$ cat config.mk
export PLATFORM = sky130hd
export DESIGN_NAME = tmr_wave
export DESIGN_NICKNAME = d
export VERILOG_FILES = /design/src/design/tmr_wave_pkg.sv /design/src/design/tmr_prescale.sv /design/src/design/tmr_wave.sv
export SDC_FILE = /design/constraint.sdc
export NUM_CORES = 1
export LEC_CHECK = 0
export BUFFER_PORTS_ARGS = -buffer_cell sky130_fd_sc_hd__buf_2
export CAP_MARGIN = 20
export CORE_MARGIN = 4
export CORE_UTILIZATION = 47
export DETAILED_ROUTE_END_ITERATION = 10
export PLACE_DENSITY = 0.7
export RECOVER_POWER = 100
export SLEW_MARGIN = 5
export SYNTH_ARGS = -nofsm -noshare
export SYNTH_HDL_FRONTEND = slang
export SYNTH_SLANG_ARGS = --single-unit
$ cat constraint.sdc
create_clock -name CLK_SYS -period 3.15 [get_ports CLK_SYS]
set_clock_uncertainty 0.1 [all_clocks]
set_input_delay 0.4725 -clock CLK_SYS [delete_from_list [all_inputs] [get_ports CLK_SYS]]
set_output_delay 0.4725 -clock CLK_SYS [all_outputs]
set_load 0.01 [all_outputs]
$ cat src/design/tmr_wave_pkg.sv
// Purpose: constants shared by the waveform timer
// Assumes: 8-bit counter, 10 MHz system clock
// Notes: offsets are word addresses on the plain register port
package tmr_wave_pkg;
  localparam int CW = 8;
  localparam logic [7:0] BOTTOM = 8'h00;
  localparam logic [7:0] MAXV = 8'hFF;
  // Register addresses
  localparam logic [3:0] A_CTRL = 4'h0;
  localparam logic [3:0] A_CNT = 4'h1;
  localparam logic [3:0] A_CMPA = 4'h2;
  localparam logic [3:0] A_CMPB = 4'h3;
  localparam logic [3:0] A_FLAGS = 4'h4;
  // Control field positions
  localparam int F_WGM_LO = 0;
  localparam int F_CS_LO = 3;
  localparam int F_COMB_LO = 6;
  localparam int F_COMA_LO = 8;
  // Flag bit positions
  localparam int F_OVF = 0;
  localparam int F_CFA = 1;
  localparam int F_CFB = 2;
  // Waveform modes
  localparam logic [2:0] WM_PCPWM_FF = 3'd1;
  localparam logic [2:0] WM_CTC = 3'd2;
  localparam logic [2:0] WM_FAST_FF = 3'd3;
  localparam logic [2:0] WM_PCPWM_A = 3'd5;
  localparam logic [2:0] WM_FAST_A = 3'd7;
  // Output modes
  localparam logic [1:0] COM_OFF = 2'd0;
  localparam logic [1:0] COM_TOG = 2'd1;
  localparam logic [1:0] COM_CLR = 2'd2;
  localparam logic [1:0] COM_SET = 2'd3;
  // Prescale selects and divide masks
  localparam logic [2:0] CS_STOP = 3'd0;
  localparam logic [2:0] CS_1 = 3'd1;
  localparam logic [2:0] CS_8 = 3'd2;
  localparam logic [2:0] CS_64 = 3'd3;
  localparam logic [2:0] CS_256 = 3'd4;
  localparam logic [2:0] CS_1024 = 3'd5;
  localparam int PSW = 10;
  localparam logic [9:0] DIV8_M = 10'h007;
  localparam logic [9:0] DIV64_M = 10'h03F;
  localparam logic [9:0] DIV256_M = 10'h0FF;
  localparam logic [9:0] DIV1024_M = 10'h3FF;
endpackage

$ cat src/design/tmr_prescale.sv
// Purpose: timer clock enable from the system clock
// Assumes: select is a same-domain register
// Notes: free running divider, tick on all-ones of the mask
`timescale 1ns/1ns
`default_nettype none
module tmr_prescale (
  // Clock and reset
  input wire logic CLK_SYS,
  input wire logic RST,
  // Control
  input wire logic [2:0] SEL,
  // Timer clock enable
  output logic TICK
);
  import tmr_wave_pkg::*;
  logic [PSW-1:0] div_q;
  logic [PSW-1:0] mask;
  always_ff @(posedge CLK_SYS or posedge RST) begin
    if (RST) begin
      div_q <= '0;
    end else begin
      div_q <= div_q + 1'b1;
    end
  end
  always_comb begin
    mask = '0;
    unique case (SEL)
      CS_8: mask = DIV8_M;
      CS_64: mask = DIV64_M;
      CS_256: mask = DIV256_M;
      CS_1024: mask = DIV1024_M;
      default: mask = '0;
    endcase
  end
  assign TICK = (SEL == CS_1) ||
                ((SEL inside {CS_8, CS_64, CS_256, CS_1024}) &&
                 ((div_q & mask) == mask));
endmodule
`default_nettype wire

$ cat src/design/tmr_wave.sv
// Purpose: 8-bit timer with clear-on-match, fast and phase-correct PWM
// Assumes: plain register port, read data one cycle after read strobe
// Notes: pin direction logic stays outside; outputs carry the level
`timescale 1ns/1ns
`default_nettype none
module tmr_wave (
  // Clock and reset
  input wire logic CLK_SYS,
  input wire logic RST,
  // Register port
  input wire logic [3:0] ADDR,
  input wire logic [15:0] WDATA,
  input wire logic WR,
  input wire logic RD,
  output logic [15:0] RDATA,
  // Waveform outputs and override enables
  output logic WAVE_OUT_A,
  output logic WAVE_OUT_B,
  output logic OVR_A,
  output logic OVR_B
);
  import tmr_wave_pkg::*;
  typedef enum logic [1:0] {
    DIR_UP = 2'b01,
    DIR_DOWN = 2'b10
  } dir_t;
  logic [15:0] ctrl_q;
  logic [CW-1:0] cnt_q;
  logic [CW-1:0] cmpa_q;
  logic [CW-1:0] cmpb_q;
  logic [CW-1:0] bufa_q;
  logic [CW-1:0] bufb_q;
  logic ovf_q;
  logic cfa_q;
  logic cfb_q;
  logic wa_q;
  logic wb_q;
  logic blk_q;
  logic pma_q;
  logic pmb_q;
  dir_t dir_q;
  logic [15:0] rdata_q;
  logic tick;
  logic [2:0] wgm;
  logic [1:0] coma;
  logic [1:0] comb;
  logic is_ctc;
  logic is_fast;
  logic is_pc;
  logic is_pwm;
  logic [CW-1:0] top;
  logic at_top;
  logic match_a;
  logic match_b;
  logic wr_cnt;
  logic load_buf;
  logic wr_flags;

  assign wgm = ctrl_q[F_WGM_LO +: 3];
  assign coma = ctrl_q[F_COMA_LO +: 2];
  assign comb = ctrl_q[F_COMB_LO +: 2];
  assign is_ctc = (wgm == WM_CTC);
  assign is_fast = (wgm == WM_FAST_FF) || (wgm == WM_FAST_A);
  assign is_pc = (wgm == WM_PCPWM_FF) || (wgm == WM_PCPWM_A);
  assign is_pwm = is_fast || is_pc;
  assign top = (wgm == WM_FAST_A || wgm == WM_PCPWM_A ||
                is_ctc) ? cmpa_q : MAXV;
  assign at_top = (cnt_q == top);
  assign match_a = (cnt_q == cmpa_q) && !blk_q;
  assign match_b = (cnt_q == cmpb_q) && !blk_q;
  assign wr_cnt = WR && (ADDR == A_CNT);
  assign wr_flags = WR && (ADDR == A_FLAGS);
  assign load_buf = tick && ((is_fast && at_top) ||
                    (is_pc && at_top && dir_q == DIR_UP));
  assign OVR_A = (coma != COM_OFF);
  assign OVR_B = (comb != COM_OFF);
  assign WAVE_OUT_A = wa_q;
  assign WAVE_OUT_B = wb_q;

  tmr_prescale u_pre (
    .CLK_SYS(CLK_SYS),
    .RST(RST),
    .SEL(ctrl_q[F_CS_LO +: 3]),
    .TICK(tick)
  );

  always_ff @(posedge CLK_SYS or posedge RST) begin
    if (RST) begin
      ctrl_q <= '0;
    end else if (WR && ADDR == A_CTRL) begin
      ctrl_q <= WDATA;
    end
  end

  // direct write outside PWM; buffered in PWM
  always_ff @(posedge CLK_SYS or posedge RST) begin
    if (RST) begin
      bufa_q <= '0;
      bufb_q <= '0;
      cmpa_q <= '0;
      cmpb_q <= '0;
    end else begin
      if (WR && ADDR == A_CMPA) begin
        bufa_q <= WDATA[CW-1:0];
      end
      if (WR && ADDR == A_CMPB) begin
        bufb_q <= WDATA[CW-1:0];
      end
      if (!is_pwm) begin
        if (WR && ADDR == A_CMPA) begin
          cmpa_q <= WDATA[CW-1:0];
        end
        if (WR && ADDR == A_CMPB) begin
          cmpb_q <= WDATA[CW-1:0];
        end
      end else if (load_buf) begin
        cmpa_q <= bufa_q;
        cmpb_q <= bufb_q;
      end
    end
  end

  // block set by counter write, cleared on next tick
  always_ff @(posedge CLK_SYS or posedge RST) begin
    if (RST) begin
      blk_q <= 1'b0;
    end else if (wr_cnt) begin
      blk_q <= 1'b1;
    end else if (tick) begin
      blk_q <= 1'b0;
    end
  end

  always_ff @(posedge CLK_SYS or posedge RST) begin
    if (RST) begin
      cnt_q <= '0;
      dir_q <= DIR_UP;
    end else if (wr_cnt) begin
      cnt_q <= WDATA[CW-1:0];
    end else if (tick) begin
      if (is_pc) begin
        // dual slope, TOP not held, next tick counts down
        unique case (dir_q)
          DIR_UP: begin
            if (at_top) begin
              dir_q <= DIR_DOWN;
              cnt_q <= cnt_q - 1'b1;
            end else begin
              cnt_q <= cnt_q + 1'b1;
            end
          end
          DIR_DOWN: begin
            if (cnt_q == BOTTOM) begin
              dir_q <= DIR_UP;
              cnt_q <= cnt_q + 1'b1;
            end else begin
              cnt_q <= cnt_q - 1'b1;
            end
          end
        endcase
      end else begin
        dir_q <= DIR_UP;
        // clear on match; clear after TOP
        // a missed match wraps through MAXV naturally
        if ((is_ctc && match_a) || (is_fast && at_top)) begin
          cnt_q <= BOTTOM;
        end else begin
          cnt_q <= cnt_q + 1'b1;
        end
      end
    end
  end

  // Match pending, flag one tick later
  always_ff @(posedge CLK_SYS or posedge RST) begin
    if (RST) begin
      pma_q <= 1'b0;
      pmb_q <= 1'b0;
    end else if (wr_cnt) begin
      pma_q <= 1'b0;
      pmb_q <= 1'b0;
    end else if (tick) begin
      pma_q <= match_a;
      pmb_q <= match_b;
    end
  end

  // flags set a tick after match, set wins over clear
  // compare A flag at TOP in clear-on-match
  always_ff @(posedge CLK_SYS or posedge RST) begin
    if (RST) begin
      cfa_q <= 1'b0;
      cfb_q <= 1'b0;
    end else begin
      if (tick && pma_q) begin
        cfa_q <= 1'b1;
      end else if (wr_flags && WDATA[F_CFA]) begin
        cfa_q <= 1'b0;
      end
      if (tick && pmb_q) begin
        cfb_q <= 1'b1;
      end else if (wr_flags && WDATA[F_CFB]) begin
        cfb_q <= 1'b0;
      end
    end
  end

  logic ovf_set;
  // MAX to 0x00 step, cleared or wrapped
  // fast PWM at TOP; phase-correct at BOTTOM
  assign ovf_set = tick && ((is_ctc && cnt_q == MAXV) ||
                   (is_fast && at_top) ||
                   (is_pc && dir_q == DIR_DOWN && cnt_q == BOTTOM) ||
                   (!is_pwm && !is_ctc && cnt_q == MAXV));

  always_ff @(posedge CLK_SYS or posedge RST) begin
    if (RST) begin
      ovf_q <= 1'b0;
    end else if (ovf_set) begin
      ovf_q <= 1'b1;
    end else if (wr_flags && WDATA[F_OVF]) begin
      ovf_q <= 1'b0;
    end
  end

  // Waveform action for one channel
  function automatic logic wave_next(input logic cur, input logic [1:0] com,
      input logic m, input logic tog_ok, input logic at_bot,
      input logic up, input logic clear_on_match_mode, input logic fast,
      input logic pc);
    logic r;
    r = cur;
    if (com == COM_OFF) begin
      r = cur;
    end else if (com == COM_TOG) begin
      // clear-on-match toggle; PWM toggle needs msb
      if (m && (clear_on_match_mode || (tog_ok && (fast || pc)) || !(fast || pc))) begin
        r = !cur;
      end
    end else if (clear_on_match_mode || !(fast || pc)) begin
      if (m) begin
        r = (com == COM_SET);
      end
    end else if (fast) begin
      // set at BOTTOM, clear at match (mode 2)
      // match at BOTTOM wins, one-tick spike
      // match at MAX never releases BOTTOM level
      if (m) begin
        r = (com == COM_SET);
      end else if (at_bot) begin
        r = (com == COM_CLR);
      end
    end else if (m) begin
      // up match clears, down match sets (mode 2)
      r = up ? (com == COM_SET) : (com == COM_CLR);
    end
    return r;
  endfunction

  logic bot_next;
  logic hit_a;
  logic hit_b;
  assign bot_next = is_fast && at_top;
  // match at TOP ignored, BOTTOM action only
  assign hit_a = match_a && !(is_fast && at_top && coma[1]);
  assign hit_b = match_b && !(is_fast && at_top && cmpb_q == top &&
                 comb[1]);

  always_ff @(posedge CLK_SYS or posedge RST) begin
    if (RST) begin
      wa_q <= 1'b0;
    end else if (tick) begin
      wa_q <= wave_next(wa_q, coma, hit_a, wgm[2], bot_next,
              dir_q == DIR_UP, is_ctc, is_fast, is_pc);
    end
  end

  // no toggle option on channel B in PWM modes
  always_ff @(posedge CLK_SYS or posedge RST) begin
    if (RST) begin
      wb_q <= 1'b0;
    end else if (tick) begin
      wb_q <= wave_next(wb_q, comb, hit_b, 1'b0, bot_next,
              dir_q == DIR_UP, is_ctc, is_fast, is_pc);
    end
  end

  always_ff @(posedge CLK_SYS or posedge RST) begin
    if (RST) begin
      rdata_q <= '0;
    end else if (RD) begin
      unique case (ADDR)
        A_CTRL: rdata_q <= ctrl_q;
        A_CNT: rdata_q <= {8'h00, cnt_q};
        A_CMPA: rdata_q <= {8'h00, is_pwm ? bufa_q : cmpa_q};
        A_CMPB: rdata_q <= {8'h00, is_pwm ? bufb_q : cmpb_q};
        A_FLAGS: rdata_q <= {13'h0000, cfb_q, cfa_q, ovf_q};
        default: rdata_q <= '0;
      endcase
    end else begin
      rdata_q <= '0;
    end
  end
  assign RDATA = rdata_q;
endmodule
`default_nettype wire

==> impl_metrics.csv <==
group,metric,value,unit
detailed_routing,ant_nets,0,
yosys,synth_edf_count,0,
sta,fin_crit_sh,90.7,%
power,p_seq_share,43.9,%
power,p_sw,1.66,mW
detailed_routing,drc,0,
detailed_routing,via_per_inst,6.17,
yosys,synth_top_cell_area_share,43.2,%
detailed_routing,route.met2.wl,7050,µm
cts,clk_path_buf_depth,2,
sta,maxSlewHeadroom,-25.6,%
status,violations,"max-capacitance violations, max-slew violations",
sta,hold_viol,0,
sta,worst_slack,0.292,ns
sta,tightest_slew,1.87,ns
cts,clk_pin_slew,0.11,ns
flow_run,cap_viol_max_count,1,
floorplan,core,10900,µm²
cells_and_area,area_growth,10.4,%
floorplan,dieWidth,114,µm
setup_path,timing.critical_path.from_type,"register",
power,switching_share,39.9,%
floorplan,die-area,13000,µm²
global_routing,grt_max_degree,53,
cts,cts_setup_buffers,0,
yosys,synth_area_leader_cell,"dfrtp_1",
setup_path,crit_family,"buffers and inverters",
global_routing,grt_pass1_vias,4587,
setup_path,required,3.31,ns
min_path,hold_class,"input port to register",
setup_path,crit_fanout,33,
cts,cts_buffers,9,
setup_path,arrival,3.02,ns
placement,port_buffers,43,
cts,ctsHoldBuffers,0,
floorplan,start_util,48.4,%
power,p_comb_share,33.9,%
setup_path,end_kind,"register",
power,p_leak,2.53,nW
sta,fin_crit,2.86,ns
cts,cts_max_level,3,
yosys,ys_async_sr_fraction,100,%
yosys,ys_types,65,
yosys,yosysMostFrequentCell,"dfrtp_1",
detailed_routing,top_layer_used,"met4",
cells_and_area,final_nets,631,
yosys,yosys_warnings,0,
yosys,syn_inst,566,
setup_path,crit_buf_inv,2,
cts,clk_latency,0.38,ns
power,finalPower,4.15,mW
global_routing,grt_overflow,0,
floorplan,rows,38,
placement,pre_cts_slack,0.444,ns
power,ir_worst_vdd,420,µV
sta,setup_violations,0,
sta,rsz0062_at_grt,"false",
sta,max_freq,0.350,GHz
sta,tns,0,ns
sta,whs,0.222,ns
yosys,ys_ff_latch,92,
setup_path,worst_path_max_delay_cell,"clkbuf_2",
cells_and_area,final_core_util,53.4,%
detailed_routing,drt_iter0_drc,441,
power,clockPowerShare,22.2,%
power,powerDensity,713,nW/µm²
yosys,synth_flop_cell,"dfrtp_1",
yosys,synthesis.area,5270,µm²
global_routing,grt_antenna_before_repair,0,
setup_path,max_stage_delay,0.58,ns
floorplan,io_pins,44,
detailed_routing,route.met3.wl,1000,µm
floorplan,die_y,114,µm
cts,cts_tree,"built",
detailed_routing,wl_per_cell,20.0,µm
setup_path,crit_type,"register to register",
status,status,"finished, violations left",
yosys,syn_nets,595,
cells_and_area,diodes,0,
cts,clk_root_buffer_cell,"clkbuf_8",
cts,ctsResizeCount,0,
setup_path,worstPathCellList,"clkbuf_2, inv_1, o211ai_2, o21ai_2, a2111oi_0, nor3_1",
detailed_routing,postRouteWirelength,15000,µm
sta,slew_violations,41,
placement,gp_congestion,0.997,
detailed_routing,met1_length,6380,µm
cells_and_area,fillCellCount,1017,
yosys,seq_area_frac_synth,43.7,%
detailed_routing,num_vias,4606,
detailed_routing,firstDrtPassIters,5,
yosys,synth.avg_cell_area,9.30,µm²
yosys,synth_area_leaders,"dfrtp_1 43%, mux2_2 7.3%, nand2_1 4.7%",
global_routing,track_usage,24.0,%
cts,clock-sinks,92,
yosys,synthTopCellsByCount,"91 x dfrtp_1, 66 x nand2_1, 41 x a21oi_1",
placement,dpl.hpwl,10800,µm
global_routing,grt_pass1_wl,24500,µm
power,p_int,2.49,mW
cells_and_area,drive_gt1_share,15.8,%
power by group through the flow:
stage / logic (mW) / registers (mW) / clock network (mW)
final: 1.41 / 1.82 / 0.918
after global routing: 1.54 / 1.86 / 0.982
after CTS: 1.39 / 1.81 / 0.938
after detailed placement: 1.39 / 1.83 / 0
after global placement: 1.37 / 1.82 / 0
after floorplan: 1.17 / 1.61 / 0
registers in the layout, indices dropped and copies added (netlist names), 2 cells and up:
name / flops
bufb_q: 8
u_pre.div_q: 10
cmpb_q: 8
dir_q: 2
cnt_q: 8
cmpa_q: 8
ctrl_q: 16
RDATA: 16
bufa_q: 8
area by class of cell:
cell class                 instances  area [µm²]  share of cell area [%]
clock inverter                     7         104                    1.79
sequential                        92        2300                    39.6
tap                              140         175                    3.01
timing repair buffer              57         287                    4.93
multi-input combinational        419        2740                    47.0
inverter                          23        87.6                    1.51
clock buffer                       9         124                    2.13
through the flow:
| stage | cells | area, µm² |
|---|---|---|
| floorplan | 566 | 5270 |
| global placement | 731 | 5640 |
| detailed placement | 731 | 5640 |
| CTS | 747 | 5860 |
| global route | 747 | 5820 |
| finish | 747 | 5820 |
worst register-to-register path: cells and delay by family, from the launching register on:
family                 cells  cell delay, ns
AO/OA/AOI/OAI              3            0.96
buffers and inverters      2            1.08
flip-flops                 1            0.51
AND/OR/NAND/NOR            1            0.08
placed cells by master (no fill, tap or decap), drive strengths merged, types with 6 or more instances in the layout:
| master | netlist | routed |
|---|---|---|
| xnor2 | 23 | 23 |
| mux2 | 35 | 35 |
| buf | 10 | 30 |
| clkbuf | 22 | 36 |
| o21ai | 36 | 36 |
| a22oi | 6 | 6 |
| a21o | 7 | 7 |
| nor3 | 13 | 13 |
| inv | 23 | 25 |
| a21oi | 41 | 41 |
| nand2 | 67 | 67 |
| nand3 | 18 | 18 |
| dfrtp | 91 | 91 |
| a31oi | 8 | 8 |
| xor2 | 6 | 6 |
| mux2i | 11 | 11 |
| and3 | 10 | 10 |
| nor2 | 36 | 36 |
| o22ai | 9 | 9 |
| and2 | 12 | 12 |
| nand2b | 7 | 7 |
metal layers:
layer / vias up / track usage, %
met1: 2256 / 32.5
li1: 2105 / -
met2: 207 / 38.9
met4: 0 / 9.26
met3: 38 / 3.98
met5: - / 0
path summary, 6_finish.rpt:
check	depth (start not counted)	end	startpoint	slack, ns
max in group asynchronous	3	cmpb_q[4]$_DFFE_PP0P_	RST	1.55
min in group asynchronous	2	RDATA[13]$_DFF_PP0_	RST	0.45
setup / recovery	6	cnt_q[6]$_DFFE_PP0P_	ctrl_q[0]$_DFFE_PP0P_	0.29
setup reg to reg	6	cnt_q[6]$_DFFE_PP0P_	ctrl_q[0]$_DFFE_PP0P_	0.29
hold reg to reg	1	RDATA[13]$_DFF_PP0_	ctrl_q[13]$_DFFE_PP0P_	0.38
hold / removal	2	ctrl_q[8]$_DFFE_PP0P_	WDATA[8]	0.22
logic make-up (layout without fill, tap and decap cells):
kind of cell	after synthesis	count (layout)	synth area share [%]
simple gates	194	194	18.6
compound gates	145	145	17.8
flops	92	92	43.7
buf+inv	55	96	4.30
mux	46	46	9.57
xor+xnor	29	29	4.82
fa+ha+maj	5	5	1.19
No activity file was read; power rests on OpenSTA's default activity.
